--- src/turn_pkg.sv ---
package turn_pkg;
    // ==========================================================
    // Register map
    localparam logic [11:0] TIMING_UPPER_OFFS = 12'h000;
    localparam logic [11:0] GAP_STATUS_OFFS = 12'h004;
    localparam logic [31:0] TIMING_UPPER_RESET = 32'h0000_000A;
    localparam logic [31:0] TIMING_UPPER_WMASK = 32'h03F7_FFFF;
    // ==========================================================
    // Field positions inside the timing register
    localparam int RDRD_POS = 14;
    localparam int WRWR_POS = 12;
    localparam int WRRD_POS = 10;
    localparam int WTR_POS = 8;
    // ==========================================================
    // Gap arithmetic, in memory clocks
    localparam logic [2:0] RDRD_BASE = 3'h2;
    localparam logic [2:0] WRWR_BASE = 3'h1;
    localparam logic [2:0] WRRD_BASE = 3'h1;
    localparam logic [2:0] WTR_BASE = 3'h0;
    localparam logic [2:0] GAP_MIN = 3'h1;
    localparam logic [2:0] CNT_MAX = 3'h7;
    localparam logic [2:0] CNT_FIRST = 3'h1;
    localparam int NUM_GAPS = 4;
    // Timer index per turnaround case
    localparam int G_RDRD = 0;
    localparam int G_WRWR = 1;
    localparam int G_WRRD = 2;
    localparam int G_WTR = 3;
endpackage

--- src/gap_timer.sv ---
`timescale 1ns/1ps
`default_nettype none
module gap_timer
    import turn_pkg::*;
(
    // Clock and reset
    input wire logic pclk,
    input wire logic presetn,
    input wire logic ce,
    // Event and limit
    input wire logic start,
    input wire logic [2:0] lim,
    // State
    output logic [2:0] cnt,
    output logic ok_next
);
    import turn_pkg::*;

    logic [2:0] cnt_q;
    logic [2:0] cnt_d;

    // ==========================================================
    // Elapsed clocks since the event, saturating
    // Saturation at reset means no earlier burst holds anything off
    always_comb begin
        if (start) begin
            cnt_d = CNT_FIRST;
        end else if (cnt_q != CNT_MAX) begin
            cnt_d = cnt_q + 3'h1;
        end else begin
            cnt_d = cnt_q;
        end
    end

    always_ff @(posedge pclk or negedge presetn) begin
        if (!presetn) begin
            cnt_q <= CNT_MAX;
        end else if (ce) begin
            cnt_q <= cnt_d;
        end
    end

    // Gap satisfied in the coming cycle
    assign ok_next = (cnt_d >= lim);
    assign cnt = cnt_q;
endmodule
`default_nettype wire

--- src/dram_turnaround_timing.sv ---
//
// Contract
// - Read CAS to another chip select waits 2..5 clocks after prior read vCAS end.
// - Write CAS changing terminator waits 1..4 clocks after prior write vCAS end.
// - Read CAS changing DIMM termination waits 1..4 clocks after prior write vCAS.
// - Same chip select write-to-read delay is 1..3 clocks; code 00b reserved.
// - That delay counts from edge after the write's last unmasked strobe.
//
// Decided for this implementation: register access over APB and the address map.
`timescale 1ns/1ps
`default_nettype none
module dram_turnaround_timing
    import turn_pkg::*;
(
    // Clock, reset, enable
    input wire logic pclk,
    input wire logic presetn,
    input wire logic ce,
    // APB slave
    input wire logic psel,
    input wire logic penable,
    input wire logic pwrite,
    input wire logic [11:0] paddr,
    input wire logic [31:0] pwdata,
    output logic [31:0] prdata,
    output logic pready,
    output logic pslverr,
    // Pending command from the scheduler
    input wire logic cmd_valid,
    input wire logic cmd_write,
    input wire logic [2:0] cmd_cs,
    input wire logic cmd_odt_change,
    // Burst events from the command pipe
    input wire logic burst_done,
    input wire logic burst_write,
    input wire logic [2:0] burst_cs,
    input wire logic wr_strobe_last,
    // Issue permission
    output logic cas_ok
);
    import turn_pkg::*;

    // ==========================================================
    // Field decode
    // Reserved code 00b of the same-select delay is treated as the
    // shortest legal gap rather than zero, so no hazard can slip through
    function automatic logic [2:0] gap_lim(input logic [1:0] code, input logic [2:0] base);
        logic [2:0] sum;
        sum = base + {1'b0, code};
        gap_lim = (sum < GAP_MIN) ? GAP_MIN : sum;
    endfunction

    logic [31:0] timing_q;
    logic [31:0] prdata_q;
    logic pready_q;
    logic pslverr_q;
    logic cas_ok_q;
    logic [2:0] rd_cs_q;
    logic [2:0] rd_cs_d;
    logic [2:0] wr_cs_q;
    logic [2:0] wr_cs_d;
    logic [31:0] status_w;
    logic cas_ok_d;
    logic setup_w;
    logic access_w;
    logic addr_hit;
    logic [NUM_GAPS-1:0] start;
    logic [NUM_GAPS-1:0] need;
    logic [NUM_GAPS-1:0] okn;
    logic [2:0] lim [NUM_GAPS];
    logic [2:0] cnt [NUM_GAPS];

    // ==========================================================
    // APB slave, one wait-free access phase
    assign setup_w = psel && !penable && !pready_q;
    assign access_w = psel && penable && pready_q;
    assign addr_hit = (paddr == TIMING_UPPER_OFFS) || (paddr == GAP_STATUS_OFFS);

    // Handshake flags
    // pready lives one cycle, so a write can land only once per transfer
    always_ff @(posedge pclk or negedge presetn) begin
        if (!presetn) begin
            pready_q <= 1'b0;
            pslverr_q <= 1'b0;
        end else if (ce) begin
            pready_q <= setup_w;
            pslverr_q <= setup_w && !addr_hit;
        end
    end

    // Read data captured in the setup cycle, held through access
    always_ff @(posedge pclk or negedge presetn) begin
        if (!presetn) begin
            prdata_q <= 32'h0000_0000;
        end else if (ce && setup_w) begin
            if (pwrite || !addr_hit) begin
                prdata_q <= 32'h0000_0000;
            end else if (paddr == TIMING_UPPER_OFFS) begin
                prdata_q <= timing_q;
            end else begin
                prdata_q <= status_w;
            end
        end
    end

    // Timing register; reserved bits stay zero
    always_ff @(posedge pclk or negedge presetn) begin
        if (!presetn) begin
            timing_q <= TIMING_UPPER_RESET;
        end else if (ce && access_w && pwrite && (paddr == TIMING_UPPER_OFFS)) begin
            timing_q <= pwdata & TIMING_UPPER_WMASK;
        end
    end

    // ==========================================================
    // Limits from the programmed codes
    assign lim[G_RDRD] = gap_lim(timing_q[RDRD_POS +: 2], RDRD_BASE);
    assign lim[G_WRWR] = gap_lim(timing_q[WRWR_POS +: 2], WRWR_BASE);
    assign lim[G_WRRD] = gap_lim(timing_q[WRRD_POS +: 2], WRRD_BASE);
    assign lim[G_WTR] = gap_lim(timing_q[WTR_POS +: 2], WTR_BASE);

    // ==========================================================
    // Events that start each gap
    assign start[G_RDRD] = burst_done && !burst_write;
    assign start[G_WRWR] = burst_done && burst_write;
    assign start[G_WRRD] = burst_done && burst_write;
    assign start[G_WTR] = wr_strobe_last;

    // Chip select of the latest read and write bursts
    // Zero after reset is harmless: the timers start saturated
    assign rd_cs_d = start[G_RDRD] ? burst_cs : rd_cs_q;
    assign wr_cs_d = start[G_WRWR] ? burst_cs : wr_cs_q;

    always_ff @(posedge pclk or negedge presetn) begin
        if (!presetn) begin
            rd_cs_q <= 3'h0;
            wr_cs_q <= 3'h0;
        end else if (ce) begin
            rd_cs_q <= rd_cs_d;
            wr_cs_q <= wr_cs_d;
        end
    end

    // Which gaps bind the pending command
    // Next-cycle select, so a burst and a command in one cycle still pair
    assign need[G_RDRD] = !cmd_write && (cmd_cs != rd_cs_d);
    assign need[G_WRWR] = cmd_write && cmd_odt_change;
    assign need[G_WRRD] = !cmd_write && cmd_odt_change;
    assign need[G_WTR] = !cmd_write && (cmd_cs == wr_cs_d);

    // ==========================================================
    // One elapsed-clock timer per turnaround case
    // Three-bit counters suffice: the longest gap is five clocks
    genvar gi;
    generate
        for (gi = 0; gi < NUM_GAPS; gi++) begin : g_gap
            gap_timer u_timer (
                .pclk(pclk),
                .presetn(presetn),
                .ce(ce),
                .start(start[gi]),
                .lim(lim[gi]),
                .cnt(cnt[gi]),
                .ok_next(okn[gi])
            );
            assign status_w[3*gi +: 3] = cnt[gi];
        end
    endgenerate
    assign status_w[31:12] = {19'h0_0000, cas_ok_q};

    // ==========================================================
    // Issue permission: every applicable gap must have run out,
    // so the longest one decides
    assign cas_ok_d = cmd_valid && (&(~need | okn));

    // Registered for a clean level to the scheduler, at one cycle of latency

    always_ff @(posedge pclk or negedge presetn) begin
        if (!presetn) begin
            cas_ok_q <= 1'b0;
        end else if (ce) begin
            cas_ok_q <= cas_ok_d;
        end
    end

    assign prdata = prdata_q;
    assign pready = pready_q;
    assign pslverr = pslverr_q;
    assign cas_ok = cas_ok_q;

    // ==========================================================
    // Checks
    // Each gap check looks back one cycle, since cas_ok is registered
    chk_rdrd_gap: assert property (@(posedge pclk) disable iff (!presetn)
        ($past(ce) && cas_ok_q && $past(need[G_RDRD])) |-> (cnt[G_RDRD] >= $past(lim[G_RDRD])))
        else $error("read to read gap too short");

    chk_wrwr_gap: assert property (@(posedge pclk) disable iff (!presetn)
        ($past(ce) && cas_ok_q && $past(need[G_WRWR])) |-> (cnt[G_WRWR] >= $past(lim[G_WRWR])))
        else $error("write to write gap too short");

    chk_wrrd_odt: assert property (@(posedge pclk) disable iff (!presetn)
        ($past(ce) && cas_ok_q && $past(need[G_WRRD])) |-> (cnt[G_WRRD] >= $past(lim[G_WRRD])))
        else $error("write to read termination gap too short");

    chk_wtr_gap: assert property (@(posedge pclk) disable iff (!presetn)
        ($past(ce) && cas_ok_q && $past(need[G_WTR])) |-> (cnt[G_WTR] >= $past(lim[G_WTR])
            && cnt[G_WTR] >= GAP_MIN))
        else $error("same select write to read delay too short");

    chk_wtr_start: assert property (@(posedge pclk) disable iff (!presetn)
        (ce && wr_strobe_last) |=> (cnt[G_WTR] == CNT_FIRST) ##1 (!$past(ce)
            || $past(wr_strobe_last) || cnt[G_WTR] == 3'h2))
        else $error("strobe delay does not start on the following edge");

    chk_gap_all: assert property (@(posedge pclk) disable iff (!presetn)
        ($past(ce) && $past(cmd_valid) && $past(|(need & ~okn))) |-> !cas_ok_q)
        else $error("issue allowed while a gap still runs");

    chk_rdrd_hold: assert property (@(posedge pclk) disable iff (!presetn)
        (ce && start[G_RDRD] && timing_q[RDRD_POS +: 2] == 2'b11 && !cmd_write && cmd_valid
            && cmd_cs != burst_cs) |=> !cas_ok_q)
        else $error("read to other select issued right after read");
endmodule
`default_nettype wire

--- config.mk ---
export PLATFORM = sky130hd
export DESIGN_NAME = dram_turnaround_timing
export DESIGN_NICKNAME = d
export VERILOG_FILES = /design/src/turn_pkg.sv /design/src/gap_timer.sv /design/src/dram_turnaround_timing.sv
export SDC_FILE = /design/constraint.sdc
export NUM_CORES = 1
export LEC_CHECK = 0
export ABC_AREA = 1
export BUFFER_PORTS_ARGS = -buffer_cell sky130_fd_sc_hd__buf_4
export CAP_MARGIN = 10
export CELL_PAD_IN_SITES_DETAIL_PLACEMENT = 0
export CELL_PAD_IN_SITES_GLOBAL_PLACEMENT = 2
export CORE_MARGIN = 2
export CORE_UTILIZATION = 31
export DETAILED_ROUTE_END_ITERATION = 12
export PLACE_DENSITY = 0.91
export SLEW_MARGIN = 20
export SYNTH_ARGS = -nofsm -noshare
export SYNTH_HDL_FRONTEND = slang
export SYNTH_SLANG_ARGS = --single-unit
--- constraint.sdc ---
create_clock -name pclk -period 2.5 [get_ports pclk]
set_input_delay 0.125 -clock pclk [delete_from_list [all_inputs] [get_ports pclk]]
set_output_delay 0.125 -clock pclk [all_outputs]
set_load 0.05 [all_outputs]
==> impl_metrics.env <==
export IMPL_final_hold_violation_count=0
export IMPL_syn_to_final_growth_pct=26.90
export IMPL_finalSetupViolations=0
export IMPL_grt_pass1_vias=2880
export IMPL_rsz0062_at_grt="no"
export IMPL_initial_core_util=0.3213
export IMPL_synth_simple_gate_area_frac=0.1949
export IMPL_fill_cells=1172
export IMPL_critPathCaptureType="register"
export IMPL_cts_buffers=9
export IMPL_tightest_slew_ns=0.8918
export IMPL_dp_hpwl_mm=6.396
export IMPL_coreArea_um2=11560
export IMPL_globalRouteOverflowTotal=0
export IMPL_path_class="register to register"
export IMPL_grtUsageMet1=0.1862
export IMPL_maxCapViolCount=0
export IMPL_p_comb_frac=0.164
export IMPL_clkPwrFrac=0.415
export IMPL_ios=97
export IMPL_cts_root_buf="clkbuf_16"
export IMPL_mostFrequentLayoutCells="99 x nand2_1, 82 x buf_4, 57 x inv_1, 57 x dfrtp_1, 34 x o21ai_0"
export IMPL_max_clock_path_buffers=2
export IMPL_syn_inst=428
export IMPL_hold_worst_slack_ns=0.02421
export IMPL_finalCritPeriodShare=0.8720
export IMPL_postSynthAreaPerCell_um2=8.682
export IMPL_place_area_um2=4399
export IMPL_cts_setup_buffers=0
export IMPL_synth_mux_area_frac=0.03434
export IMPL_ys_warn_count=0
export IMPL_stdcell_area_um2=4716
export IMPL_use_met3=0.01860
export IMPL_io_buffers=82
export IMPL_place_congestion=0.8314
export IMPL_htree_levels=3
export IMPL_min_path_type="input port to register"
export IMPL_p_int_mw=2.269
export IMPL_skew_ns=0.004551
export IMPL_dp_cells=637
export IMPL_antenna_found_initial=0
export IMPL_path_buf_inv=0
export IMPL_drc=0
export IMPL_cp_start_kind="register"
export IMPL_ant_nets=0
export IMPL_status="finished, final reports clean"
export IMPL_drive_gt1_frac=0.2603
export IMPL_crit_family="simple AND/OR/NAND/NOR gates"
export IMPL_die_h_um=113.5
export IMPL_fp_dieArea_um2=12880
export IMPL_crit_required_ns=2.72
export IMPL_yosys_area_share_xor_xnor=0
export IMPL_vias_per_cell=4.651
export IMPL_final_common_cell="nand2_1"
export IMPL_num_vias=3042
export IMPL_cp_arrival_ns=2.40
export IMPL_cellPowerDensity_nw_per_um2=666.2
export IMPL_yosysSeqAreaShare=0.4828
export IMPL_wl_per_cell_um=13.48
export IMPL_fp_row_count=39
export IMPL_drt_initial_drc_count=146
export IMPL_cellLeakagePower_nw=2.593
export IMPL_synth_fa_ha_area_frac=0.06397
export IMPL_synth_cell_area_um2=3716
export IMPL_cts_sinks=71
export IMPL_track_usage=0.1394
export IMPL_path_clk_slew_ns=0.06
export IMPL_slew_headroom=0.4055
export IMPL_grt_use_met2=0.2275
export IMPL_synthDistinctLibCells=33
export IMPL_grt_most_used_layer="met2"
export IMPL_fin_setup_tns_ns=0
export IMPL_cts_tree="yes"
export IMPL_p_seq_frac=0.422
export IMPL_synth_seq_cells=71
export IMPL_final_cells=654
export IMPL_min_period_ns=2.180
export IMPL_grt_start_max_net_pins=72
export IMPL_nNetsFinal=587
export IMPL_synth_compound_area_share=0.1283
export IMPL_max_stage_delay_ns=0.55
export IMPL_power_total_mw=3.142
export IMPL_die_w_um=113.5
export IMPL_peakVddDrop_v=0.0003458
export IMPL_clock_latency_ns=0.33
export IMPL_switching_power_mw=0.8731
export IMPL_slowest_stage="dfstp_2"
export IMPL_drv_slew=0
export IMPL_max_freq_mhz=458.7
export IMPL_path_cells="ha_1 > nand2_1 > o21ai_0 > a21oi_1 > ha_1 > o21ai_0 > nand3b_1 > nor2_1 > nand3_1 > nand3_1 > nand2_1 > nand2_1 > nand2_1"
export IMPL_drt_wl_total_mm=8.818
export IMPL_synth_top_family_by_area="simple AND/OR/NAND/NOR gates"
export IMPL_crit_path_max_fanout=4
export IMPL_cp_common_cell="nand2_1"
export IMPL_power_switching_share=0.2779
export IMPL_grt_pass1_wl_mm=14.19
export IMPL_drtPass1Iterations=4
export IMPL_antennaDiodeCount=0
-- state kept, by name, summed over array words and instances (netlist names) --
name	cells
g_gap.u_timer.cnt	12
cas_ok	1
rd_cs_q	3
timing_q	25
pready	1
pslverr	1
wr_cs_q	3
prdata	25
-- path summary, 6_finish.rpt --
check,cells past startpoint,slack [ns],from,end
min,2,0.02,pwdata[7],timing_q[7]
max reg2reg,13,0.32,g_gap[3].u_timer.cnt[0],cas_ok
min reg2reg,2,0.48,prdata[6],prdata[6]
max in group asynchronous,2,1.47,presetn,timing_q[15]
min in group asynchronous,2,0.46,presetn,timing_q[21]
max,13,0.32,g_gap[3].u_timer.cnt[0],cas_ok
-- synth_stat cells, drive strengths merged --
| cell type | number | share of area |
|---|---|---|
| nand2 | 103 | 0.11 |
| dfstp | 14 | 0.099 |
| conb | 1 | 0.0010 |
| ha | 19 | 0.064 |
| nand3b | 2 | 0.0040 |
| nand4 | 1 | 0.0017 |
| a22o | 1 | 0.0024 |
| a21oi | 26 | 0.036 |
| dfrtp | 57 | 0.38 |
| inv | 58 | 0.059 |
| nand3 | 21 | 0.028 |
| clkbuf | 8 | 0.0081 |
| mux2 | 9 | 0.034 |
| o221ai | 13 | 0.031 |
| or2 | 2 | 0.0034 |
| a21boi | 2 | 0.0040 |
| nor3 | 3 | 0.010 |
| buf | 14 | 0.028 |
| a32o | 1 | 0.0027 |
| nor2 | 34 | 0.039 |
| o21ai | 39 | 0.053 |
-- area by class of cell --
cell class	count	area (um^2)	area share
Sequential cell	71	1794	0.3805
Clock inverter	6	67.56	0.01433
Timing Repair Buffer	83	625.6	0.1327
Inverter	58	217.7	0.04617
Clock buffer	10	239.0	0.05068
Multi-Input combinational cell	283	1593	0.3378
Tap cell	143	178.9	0.03794
-- through the flow --
step / utilization / setup slack (ns)
after global routing: 0.4078 / 0.1158
after CTS: 0.4078 / 0.3157
after floorplan: - / 0.5550
after global placement: 0.3804 / 0.3827
final: 0.4078 / 0.3201
after detailed placement: 0.3804 / 0.3349
-- worst register-to-register path, delay by kind of cell, from the launching register on --
family,cells,cell delay (ns)
AND/OR/NAND/NOR,8,0.68
flip-flops,1,0.55
adder cells (fa/ha/maj),2,0.46
AO/OA/AOI/OAI,3,0.39
-- what timing repair did --
item                                   CTS  global route
endpoints found under the hold margin   57             0
hold buffers                             1             0
gates resized for setup                  0             0
-- power by group through the flow --
stage	clock [mW]	sequential [mW]	combinational (mW)
after detailed placement	0	1.35	0.520
final	1.30	1.32	0.514
after CTS	1.33	1.33	0.525
after global placement	0	1.34	0.505
after floorplan	0	1.34	0.334
after global routing	1.38	1.34	0.597
-- logic make-up (layout without fill, tap and decap cells) --
group	count (synthesis)	count (layout)
buffers and inverters	80	157
adders and majority gates	19	19
AOI/OAI and AO/OA	82	82
DFF	71	71
and+or+nand+nor	166	166
other	1	7
muxes	9	9
-- per-layer routing --
layer	routed length (um)	up-vias
met2	4222	67
met4	163	0
met5	0	-
met1	4095	1424
li1	-	1539
met3	336	12
Power figures use the tool's default switching activity.
